`src/shared/dac_rb_params.svh`:
```
// Constants for the readback decoder and bank-select register bank
`ifndef DAC_RB_PARAMS_SVH
`define DAC_RB_PARAMS_SVH

`define FRAME_W        24
`define WORD_W         16
`define MODE_MSB       23
`define MODE_LSB       22
`define ADDR_MSB       21
`define ADDR_LSB       16
`define CHAN_MSB       18
`define CHAN_LSB       16

`define MODE_SPECIAL   2'h0
`define MODE_GAIN      2'h1
`define MODE_OFFSET    2'h2
`define MODE_INPUT     2'h3

`define SF_CTRL        6'h01
`define SF_OFFSET_DAC_ZERO 6'h02
`define SF_OFFSET_DAC_ONE  6'h03
`define SF_RB_SEL      6'h05
`define SF_BANK_LO     6'h06
`define SF_BANK_HI     6'h07
`define SF_BANK_ALL    6'h0b
`define SF_GPIO        6'h0d

`define RB_CODE_MSB    15
`define RB_CODE_LSB    7
`define RB_KIND_MSB    14
`define RB_KIND_LSB    13
`define RB_CHAN_MSB    9
`define RB_CHAN_LSB    7
`define RB_SPECIAL_BIT 8
`define RB_CTRL        9'h101
`define RB_OFFSET_DAC_ZERO 9'h102
`define RB_OFFSET_DAC_ONE  9'h103
`define RB_BANK_LO     9'h106
`define RB_BANK_HI     9'h107
`define RB_GPIO        9'h10b

`define KIND_IN_A      2'h0
`define KIND_IN_B      2'h1
`define KIND_OFFSET    2'h2
`define KIND_GAIN      2'h3

`define CTRL_W         3
`define CTRL_INB_BIT   2
`define CTRL_RST       3'h0
`define OFS_W          14
`define OFS_RST        14'h0000
`define BANK_W         4
`define BANK_RST       4'h0
`define BANK_HI_LSB    4
`define BANK_HI_MSB    7
`define GPIO_DIR_BIT   1
`define GPIO_DATA_BIT  0
`define MEM_AW         5
`define MEM_DEPTH      32
`define WORD_ZERO      16'h0000

`endif

```
`src/shared/dac_rb_pkg.sv`:
```
// Types and decode function for the readback register bank
`default_nettype none
`include "dac_rb_params.svh"
package dac_rb_pkg;

	typedef enum logic [2:0] {
		ST_IDLE  = 3'b001,
		ST_FETCH = 3'b010,
		ST_HOLD  = 3'b100
	} rb_state_t;

	typedef enum logic [2:0] {
		SRC_NONE    = 3'h0,
		SRC_MEM     = 3'h1,
		SRC_CTRL    = 3'h2,
		SRC_OFFSET_DAC_ZERO = 3'h3,
		SRC_OFFSET_DAC_ONE  = 3'h4,
		SRC_BANK_LO = 3'h5,
		SRC_BANK_HI = 3'h6,
		SRC_GPIO    = 3'h7
	} rb_src_t;

	function automatic rb_src_t rb_decode(input logic [8:0] code);
		rb_decode = SRC_NONE;
		if (!code[`RB_SPECIAL_BIT]) begin
			rb_decode = SRC_MEM;
		end else begin
			case (code)
				`RB_CTRL:    rb_decode = SRC_CTRL;
				`RB_OFFSET_DAC_ZERO: rb_decode = SRC_OFFSET_DAC_ZERO;
				`RB_OFFSET_DAC_ONE:  rb_decode = SRC_OFFSET_DAC_ONE;
				`RB_BANK_LO: rb_decode = SRC_BANK_LO;
				`RB_BANK_HI: rb_decode = SRC_BANK_HI;
				`RB_GPIO:    rb_decode = SRC_GPIO;
				default:     rb_decode = SRC_NONE;
			endcase
		end
	endfunction : rb_decode

endpackage : dac_rb_pkg
`default_nettype wire

```
`src/shared/chan_mem_if.sv`:
```
// Port bundle between the decoder and the per-channel word memory
`timescale 1ns/1ps
`default_nettype none
`include "dac_rb_params.svh"
interface chan_mem_if;
	logic                 we;
	logic [`MEM_AW-1:0]   waddr;
	logic [`WORD_W-1:0]   wdata;
	logic                 re;
	logic [`MEM_AW-1:0]   raddr;
	logic [`WORD_W-1:0]   rdata;

	modport ctrl (output we, waddr, wdata, re, raddr, input rdata);
	modport mem  (input we, waddr, wdata, re, raddr, output rdata);
endinterface : chan_mem_if
`default_nettype wire

```
`src/hw/chan_word_mem.sv`:
```
// Per-channel input, offset and gain words with registered read data
`timescale 1ns/1ps
`default_nettype none
`include "dac_rb_params.svh"
module chan_word_mem (
	input wire logic clk_in,
	input wire logic rstn_in,
	chan_mem_if.mem  port_m
);
	// Array not reset: it models plain RAM
	logic [`WORD_W-1:0] words [`MEM_DEPTH];

	always_ff @(posedge clk_in) begin
		if (port_m.we) begin
			words[port_m.waddr] <= port_m.wdata;
		end
	end

	always_ff @(posedge clk_in) begin
		if (!rstn_in) begin
			port_m.rdata <= `WORD_ZERO;
		end else if (port_m.re) begin
			port_m.rdata <= words[port_m.raddr];
		end
	end
endmodule : chan_word_mem
`default_nettype wire

```
`src/hw/dac_readback_bank_select.sv`:
```
// Readback address decoder and per-channel bank-select registers
`timescale 1ns/1ps
`default_nettype none
`include "dac_rb_params.svh"
//
// Overview of operation
// Select codes 000..011 in top bits return channel input A, B, offset, gain
// Codes 1_0000_0xxx return control, offset DAC zero/one, bank-select low/high
// Code 1_0000_1011 returns the general-purpose pin level in bit zero
// Lowest seven data bits never affect which register is returned
// Host sends zeros in lowest seven bits when reading the pin
// Bank-select low holds channels 0-3, high holds 4-7; upper bits reserved
// Bank bit 0 routes bank A to converter, 1 routes bank B
// Host sends select frame, then a no-op frame that shifts data out
// Readback select is register-select value 000101, address in data bits
// Reserved codes return all zeros and change no register
module dac_readback_bank_select
	import dac_rb_pkg::*;
(
	input  wire logic                 clk_in,
	input  wire logic                 rstn_in,
	input  wire logic                 frame_strobe_in,
	input  wire logic [`FRAME_W-1:0]  frame_word_in,
	input  wire logic                 gpio_pin_in,
	input  wire logic                 temp_alarm_in,
	output var  logic [`WORD_W-1:0]   rb_word_out,
	output var  logic                 rb_ready_out,
	output var  logic [7:0]           bank_b_sel_out,
	output var  logic                 gpio_out,
	output var  logic                 gpio_oe_out
);
	////////////////////////////////////////////////////////////////////////////
	chan_mem_if mem_bus ();

	chan_word_mem chan_word_mem_i (
		.clk_in  (clk_in),
		.rstn_in (rstn_in),
		.port_m  (mem_bus.mem)
	);

	logic [1:0]           mode;
	logic [5:0]           sel;
	logic [`WORD_W-1:0]   fdata;
	logic                 special;
	logic                 rb_sel_frame;
	rb_state_t            state_ff;
	rb_state_t            nxt_state;
	rb_src_t              src_ff;
	logic [`CTRL_W-1:0]   ctrl_ff;
	logic [`OFS_W-1:0]    offset_dac_zero_ff;
	logic [`OFS_W-1:0]    offset_dac_one_ff;
	logic [`BANK_W-1:0]   bank_select_low_ff;
	logic [`BANK_W-1:0]   bank_select_high_ff;
	logic                 gpio_level;
	logic [`WORD_W-1:0]   nxt_word;
	logic [1:0]           wr_kind;

	assign mode         = frame_word_in[`MODE_MSB:`MODE_LSB];
	assign sel          = frame_word_in[`ADDR_MSB:`ADDR_LSB];
	assign fdata        = frame_word_in[`WORD_W-1:0];
	assign special      = (mode == `MODE_SPECIAL);
	assign rb_sel_frame = frame_strobe_in && special && (sel == `SF_RB_SEL);
	assign gpio_level   = gpio_oe_out ? gpio_out : gpio_pin_in;

	////////////////////////////////////////////////////////////////////////////
	// Channel word writes go straight to memory
	always_comb begin
		case (mode)
			`MODE_INPUT:  wr_kind = ctrl_ff[`CTRL_INB_BIT] ? `KIND_IN_B : `KIND_IN_A;
			`MODE_OFFSET: wr_kind = `KIND_OFFSET;
			`MODE_GAIN:   wr_kind = `KIND_GAIN;
			default:      wr_kind = `KIND_IN_A;
		endcase
	end

	assign mem_bus.we    = frame_strobe_in && !special;
	assign mem_bus.waddr = {wr_kind, frame_word_in[`CHAN_MSB:`CHAN_LSB]};
	assign mem_bus.wdata = fdata;
	// Low seven bits not part of the read address
	assign mem_bus.re    = rb_sel_frame;
	assign mem_bus.raddr = {fdata[`RB_KIND_MSB:`RB_KIND_LSB],
		fdata[`RB_CHAN_MSB:`RB_CHAN_LSB]};

	////////////////////////////////////////////////////////////////////////////
	// Special-function register writes
	always_ff @(posedge clk_in) begin
		if (!rstn_in) begin
			bank_select_low_ff  <= `BANK_RST;
			bank_select_high_ff <= `BANK_RST;
		end else if (frame_strobe_in && special) begin
			case (sel)
				`SF_BANK_LO:  bank_select_low_ff <= fdata[`BANK_W-1:0];
				`SF_BANK_HI:  bank_select_high_ff <= fdata[`BANK_W-1:0];
				`SF_BANK_ALL: begin
					bank_select_low_ff  <= fdata[`BANK_W-1:0];
					bank_select_high_ff <= fdata[`BANK_HI_MSB:`BANK_HI_LSB];
				end
				default: ;
			endcase
		end
	end

	always_ff @(posedge clk_in) begin
		if (!rstn_in) begin
			ctrl_ff <= `CTRL_RST;
			offset_dac_zero_ff <= `OFS_RST;
			offset_dac_one_ff  <= `OFS_RST;
		end else if (frame_strobe_in && special) begin
			case (sel)
				`SF_CTRL:            ctrl_ff <= fdata[`CTRL_W-1:0];
				`SF_OFFSET_DAC_ZERO: offset_dac_zero_ff <= fdata[`OFS_W-1:0];
				`SF_OFFSET_DAC_ONE:  offset_dac_one_ff <= fdata[`OFS_W-1:0];
				default: ;
			endcase
		end
	end

	always_ff @(posedge clk_in) begin
		if (!rstn_in) begin
			gpio_out    <= 1'b0;
			gpio_oe_out <= 1'b0;
		end else if (frame_strobe_in && special && (sel == `SF_GPIO)) begin
			gpio_oe_out <= fdata[`GPIO_DIR_BIT];
			gpio_out    <= fdata[`GPIO_DATA_BIT];
		end
	end

	// Bit set means the channel feeds from bank B
	always_ff @(posedge clk_in) begin
		if (!rstn_in) begin
			bank_b_sel_out <= {`BANK_RST, `BANK_RST};
		end else begin
			bank_b_sel_out <= {bank_select_high_ff, bank_select_low_ff};
		end
	end

	////////////////////////////////////////////////////////////////////////////
	// Readback sequence: select, fetch, hold until the next frame
	always_comb begin
		nxt_state = state_ff;
		case (state_ff)
			ST_IDLE:  if (rb_sel_frame) nxt_state = ST_FETCH;
			// Frames are many cycles apart, so none lands here
			ST_FETCH: nxt_state = ST_HOLD;
			ST_HOLD: begin
				if (rb_sel_frame) nxt_state = ST_FETCH;
				else if (frame_strobe_in) nxt_state = ST_IDLE;
			end
			default:  nxt_state = ST_IDLE;
		endcase
	end

	always_ff @(posedge clk_in) begin
		if (!rstn_in) begin
			state_ff <= ST_IDLE;
		end else begin
			state_ff <= nxt_state;
		end
	end

	always_ff @(posedge clk_in) begin
		if (!rstn_in) begin
			src_ff <= SRC_NONE;
		end else if (rb_sel_frame) begin
			src_ff <= rb_decode(fdata[`RB_CODE_MSB:`RB_CODE_LSB]);
		end
	end

	always_comb begin
		case (src_ff)
			SRC_MEM:     nxt_word = mem_bus.rdata;
			SRC_CTRL:    nxt_word = {11'h000, temp_alarm_in, 1'b0, ctrl_ff};
			SRC_OFFSET_DAC_ZERO: nxt_word = {2'h0, offset_dac_zero_ff};
			SRC_OFFSET_DAC_ONE:  nxt_word = {2'h0, offset_dac_one_ff};
			SRC_BANK_LO: nxt_word = {12'h000, bank_select_low_ff};
			SRC_BANK_HI: nxt_word = {12'h000, bank_select_high_ff};
			SRC_GPIO:    nxt_word = {15'h0000, gpio_level};
			default:     nxt_word = `WORD_ZERO;
		endcase
	end

	always_ff @(posedge clk_in) begin
		if (!rstn_in) begin
			rb_word_out  <= `WORD_ZERO;
			rb_ready_out <= 1'b0;
		end else begin
			if (state_ff == ST_FETCH) begin
				rb_word_out <= nxt_word;
			end
			rb_ready_out <= (nxt_state == ST_HOLD);
		end
	end
endmodule : dac_readback_bank_select
`default_nettype wire

```
`config.mk`:
```
export PLATFORM = sky130hd
export DESIGN_NAME = dac_readback_bank_select
export DESIGN_NICKNAME = d
export VERILOG_FILES = /design/src/shared/dac_rb_pkg.sv /design/src/shared/chan_mem_if.sv /design/src/hw/chan_word_mem.sv /design/src/hw/dac_readback_bank_select.sv
export VERILOG_INCLUDE_DIRS = /design/src /design/src/shared
export SDC_FILE = /design/constraint.sdc
export NUM_CORES = 1
export LEC_CHECK = 0
export ABC_AREA = 1
export BUFFER_PORTS_ARGS = -buffer_cell sky130_fd_sc_hd__buf_2
export CAP_MARGIN = 30
export CORE_UTILIZATION = 39
export CTS_BUF_LIST = sky130_fd_sc_hd__clkbuf_4 sky130_fd_sc_hd__clkbuf_8
export CTS_CLUSTER_DIAMETER = 100
export DETAILED_ROUTE_END_ITERATION = 10
export PLACE_DENSITY = 0.59
export SETUP_SLACK_MARGIN = 0.4
export SYNTH_ARGS = -nofsm -noshare
export SYNTH_HDL_FRONTEND = slang
export SYNTH_SLANG_ARGS = --single-unit
```
`constraint.sdc`:
```
create_clock -name clk_in -period 4.2 [get_ports clk_in]
set_input_delay 0.63 -clock clk_in [delete_from_list [all_inputs] [get_ports clk_in]]
set_output_delay 0.63 -clock clk_in [all_outputs]
set_load 0.01 [all_outputs]
```
# Word level (Yosys, flattened, before mapping)
# Memory sizes are Yosys's and may differ from the RTL's. A register that Yosys moved wholly into a read port is not among the register bits.
# Cells that the tools add are included.
totals:
  word_cells: 68
  ram_bits: 512
  output_inout_bits: 27
  n_memories: 1
  reg_bits: 72
mem_list:
  columns: ["name", "depth", "width", "read_ports", "rd_clocked_by_memory_dff", "wr", "line_no", "rtl"]
  rows:
  - ["chan_word_mem_i.words", 32, 16, 1, 1, 1, "chan_word_mem.sv:11", "logic [`WORD_W-1:0] words [`MEM_DEPTH];"]
op_classes:
  n_eq_ne: 28
  reduce_logical: 14
  mux: 13
ops:
  columns: ["op", "count"]
  rows:
  - ["16-bit case mux with 7 select lines", 1]
  - ["9-bit equality test, second input constant", 6]
  - ["3-bit equality test, second input constant", 6]
  - ["6-bit by 3-bit equality test with 1-bit output, second input constant", 3]
  - ["3-bit case mux with 6 select lines", 1]
  - ["6-bit by 2-bit equality test with 1-bit output, second input constant", 2]
  - ["6-bit by 4-bit equality test with 1-bit output, second input constant", 2]
  - ["3-bit two-way mux", 4]
  - ["2-bit AND reduction", 5]
  - ["3-bit by 2-bit equality test with 1-bit output, second input constant", 3]
  - ["3-bit case mux with 3 select lines", 1]
  - ["4-bit case mux with 2 select lines", 1]
  - ["3-bit by 1-bit equality test with 1-bit output, second input constant", 2]
  - ["6-bit by 1-bit equality test with 1-bit output, second input constant", 1]
  - ["2-bit case mux with 3 select lines", 1]
  - ["2-bit equality test, second input constant", 2]
  - ["1-bit logical AND", 4]
  - ["1-bit two-way mux", 4]
  - ["2-bit by 1-bit equality test with 1-bit output, second input constant", 1]
  - ["1-bit zero test", 2]
  - ["2-bit zero test", 1]
  - ["2-bit nonzero test", 1]
  - ["2-bit OR reduction", 1]

# Longest topological paths before layout
depth:
  word_depth: 6
  mapped_depth: 15
  ltp_nobuf: 13

# By module
# From an unflattened synthesis, not the netlist that was laid out.
unflattened:
  cells_unflattened: 2276
  area_unflattened_um2: 24662.4
by_module_without_submodules:
  columns: ["module", "n_inst", "area_each_um2", "cells_each"]
  rows:
  - ["chan_word_mem", 1, 21330.5, 1798]
  - ["dac_readback_bank_select", 1, 3331.9, 478]

# Least setup slack after synthesis
# OpenSTA, ideal clock, no wires.
synth_timing:
  path_kind: "in2reg"
  start: "input port frame_word_in[22]"
  end: "memory chan_word_mem_i.words[12][0] in the netlist's numbering, enable pin"
  setup_ns: 0.388
  cell_stages: 5
  path_slack_ns: 1.788
  arrival_time_ns: 2.023
  t_required_ns: 3.812
  path_cell_list: "inv_1 -> ha_1 -> nor2_1 -> nand3_1 -> nor2_1"
synth_between:
  elab_chain_cells: 5
  word_cells_on_any_way: 9
  classes_between: "3 x eq/ne; 3 x mux; 3 x reduce/logical"
synth_rtl:
  columns: ["element", "line_no", "rtl"]
  rows:
  - ["start: declaration", "dac_readback_bank_select.sv:23", "input wire logic [`FRAME_W-1:0] frame_word_in,"]
  - ["2-bit zero test (no source line)", null, null]
  - ["1-bit zero test", "dac_readback_bank_select.sv:76", "assign mem_bus.we = frame_strobe_in && !special;"]
  - ["1-bit logical AND", "dac_readback_bank_select.sv:76", null]
  - ["1-bit two-way mux", "chan_word_mem.sv:14", "if (port_m.we) begin"]
  - ["1-bit two-way mux (not written as such)", "chan_word_mem.sv:15", "words[port_m.waddr] <= port_m.wdata;"]
  - ["end: declaration", "chan_word_mem.sv:11", null]
# Parallel ways exist; a longest one is shown, timed or not.

# Final worst setup path
layout_timing:
  start: "register ctrl_ff[2]"
  end: "memory chan_word_mem_i.words[23][4] in the netlist's numbering, enable pin"
layout_between:
  elab_chain_cells: 2
layout_rtl:
  columns: ["element", "line_no", "rtl"]
  rows:
  - ["start: declaration", "dac_readback_bank_select.sv:49", "logic [`CTRL_W-1:0] ctrl_ff;"]
  - ["start signal: assignment", "dac_readback_bank_select.sv:105", "ctrl_ff <= `CTRL_RST;"]
  - ["start signal: assignment", "dac_readback_bank_select.sv:110", "`SF_CTRL: ctrl_ff <= fdata[`CTRL_W-1:0];"]
  - ["1-bit two-way mux (no source line)", null, null]
  - ["2-bit case mux with 3 select lines", "dac_readback_bank_select.sv:68", "case (mode)"]
# Every way passes these cells.

==> flow_metrics.tcl <==
set metrics [dict create \
    synth_top_area_frac 0.608 \
    ys_ff_latch 600 \
    path_class "flip-flop to flip-flop" \
    slew_viol_final 0 \
    cp_max_fo 16 \
    die_area_mm2 0.0659 \
    gp_congestion 0.892 \
    max_stage_delay_ps 820 \
    r2r-start "ctrl_ff[2]" \
    cts-root-buf "clkbuf_8" \
    die_h_um 257 \
    wl_per_cell_um 20.4 \
    grt_max_degree 127 \
    crit_arrival_ps 2700 \
    initial_core_util 0.398 \
    startpoint "ctrl_ff[2]" \
    use_met1 0.293 \
    design.core.area_mm2 0.0635 \
    crit_chain "nand3_1 -> o21ai_0 -> inv_1 -> nand3_1 -> nor2_2" \
    maxCapViolations 0 \
    drt_wl_total_mm 72.1 \
    grt_util_met3 0.0412 \
    cts_num_sinks 600 \
    worst_ir_drop_vdd_mv 0.257 \
    grt_pass1_vias 17500 \
    ys.flop_type "edfxtp_1" \
    drtPass1Iterations 5 \
    cts_tree "built" \
    drc_errors 0 \
    slew_headroom 0.318 \
    grt_pass1_wl_mm 108 \
    drtAntennaViolNets 0 \
    skew_ps 46.6 \
    worst_pin_slew_ps 1020 \
    worst-path-buf-inv 1 \
    fmax_mhz 416 \
    yosys-top-cells-count "813 x nand2_1, 512 x edfxtp_1, 314 x inv_1" \
    antenna_found_initial 3 \
    rsz0062_at_grt "no" \
    routed_via_density 5.11 \
    hold_class "input port to flip-flop" \
    drive_gt1_frac 0.114 \
    yosys.area.top_type "edfxtp_1" \
    vias 18000 \
    synth_cells 2504 \
    status "completed" \
    pwr_density_cell_mw_per_mm2 440 \
    fin_setup_tns_ps 0 \
    synth.distinct_cells 34 \
    syn_nets 2535 \
    clk_latency_ps 710 \
    nNetsFinal 2632 \
    clock_path_buffers 3 \
    avgSynthCellArea_um2 10.1 \
    synth_seq_area_share 0.678 \
    post-cts-setup-buffers 0 \
    synth_edf_count 512 \
    dp_hpwl_mm 41.1 \
    setup_violations 0 \
    track_usage 0.219 \
    htree_levels 3 \
    end_kind "flip-flop" \
    row_count 92 \
    start_kind "flip-flop" \
    hp-start "frame_strobe_in" \
    setup_slack_ps 1800 \
    postCtsHoldBufs 0 \
    area_growth_pct 13.1 \
    yosysWarnings 0 \
    clkTransAtPathRegs_ps 60 \
    overflow 0 \
    cts_buffers 99 \
    dp_slack_ps 1200 \
    yosysMostFrequentCell "nand2_1" \
    die_x_um 257 \
    synthesis.area_mm2 0.0253 \
    critPathSlowestCell "nor2_2" \
    critPathTopFamily "simple AND/OR/NAND/NOR gates" \
    synthTopCellsByArea "edfxtp_1 61%, nand2_1 12%, dfxtp_1 7.0%, nand3_1 5.9%, inv_1 4.7%" \
    cts_resized 0 \
    crit_top_cell "nand3_1" \
    top_usage_layer "met2" \
    initialDrtViolationCount 1905 \
    io_pins 56 \
    power.leakage_nw 11.7 \
    crit_required_ps 4500 \
    period_minus_slack_ps 2400 \
    async_flop_share 0 \
    portBuffers 55 \
    final_hold_viol_count 0 \
    fin_crit_sh 0.572 \
    grt_util_met2 0.347 \
]
-- final timing paths --
path         slack, ps  depth (start not counted)                      endpoint
min                320                          4                  rb_ready_out
min reg2reg        440                          2             bank_b_sel_out[1]
max               1800                          5  chan_word_mem_i.words[23][4]
max reg2reg       1800                          5  chan_word_mem_i.words[23][4]
-- logic make-up after synthesis --
group | after synthesis | synth area share
compound gates | 152 | 0.0314
fa+ha+maj | 2 | 0.000990
buf+inv | 443 | 0.0730
flops | 600 | 0.678
simple gates | 1307 | 0.217
-- area by class of cell --
| type | count | area [um^2] |
|---|---|---|
| fill | 6023 | 34900 |
| sequential | 600 | 17100 |
| multi-input combinational | 1461 | 6300 |
| clock buffer | 147 | 1790 |
| inverter | 321 | 1210 |
| tap | 846 | 1060 |
| timing repair buffer | 118 | 820 |
| clock inverter | 37 | 280 |
| antenna | 1 | 2.50 |
-- layer usage --
layer | vias to the layer above | share of wire
li1 | 8447 | -
met1 | 8680 | 0.42
met2 | 758 | 0.46
met3 | 163 | 0.075
met4 | 0 | 0.043
met5 | - | 0
-- power breakdown --
group          switching [mW]  leakage [nW]  total, mW  internal [mW]
sequential             0.0135          5.32       6.53           6.52
combinational           0.575          5.32      0.748          0.173
clock                    2.38          1.10       5.30           2.92
total                    2.97          11.7       12.6           9.61
-- worst register-to-register path, stage by stage, from the launching register on --
cell and delay [ps]:
dfxtp_1 340, nand3_1 70, o21ai_0 300, inv_1 220, nand3_1 240, nor2_2 820
-- registers in the layout (all words and copies together), names as in the netlist --
signal	flops
bank_select_low_ff	4
gpio_oe_out	1
chan_word_mem_i.words	512
bank_select_high_ff	4
gpio_out	1
ctrl_ff	3
rb_ready_out	1
chan_word_mem_i.port_m.rdata	16
rb_word_out	16
bank_b_sel_out	8
offset_dac_one_ff	14
offset_dac_zero_ff	14
state_ff	3
src_ff	3
-- cells in the final DEF, fill, tap and decap left out, types with 2 or more instances in the layout --
cell / count
buf_2: 52
o211ai_1: 3
dfxtp_1: 88
or2_2: 2
clkinvlp_4: 3
ha_1: 2
bufinv_16: 3
nand3b_1: 13
nor2_1: 119
nor3_1: 5
clkinv_2: 15
o22ai_1: 3
clkbuf_8: 110
nand3_1: 298
buf_12: 4
clkinv_1: 14
nor2_2: 5
nand4_1: 35
a21oi_1: 66
inv_2: 3
inv_1: 314
nand2_1: 813
edfxtp_1: 512
or2_0: 15
buf_4: 60
o21ai_0: 74
inv_8: 2
inv_6: 2
clkbuf_4: 38
-- through the flow --
| step | std cells | instance area (um^2) | power (mW) | util | hold WS (ps) |
|---|---|---|---|---|---|
| after detailed placement | 3346 | 26500 | 7.40 | 0.418 | 446 |
| final | 3531 | 28600 | 12.6 | 0.450 | 323 |
| after floorplan | 2504 | 25300 | 7.07 | - | 417 |
| after global placement | 3345 | 26500 | 7.39 | 0.417 | 437 |
| after global routing | 3531 | 28600 | 13.0 | 0.450 | 294 |
| after CTS | 3530 | 28600 | 12.7 | 0.450 | 265 |
Power figures use the tool's default switching activity.
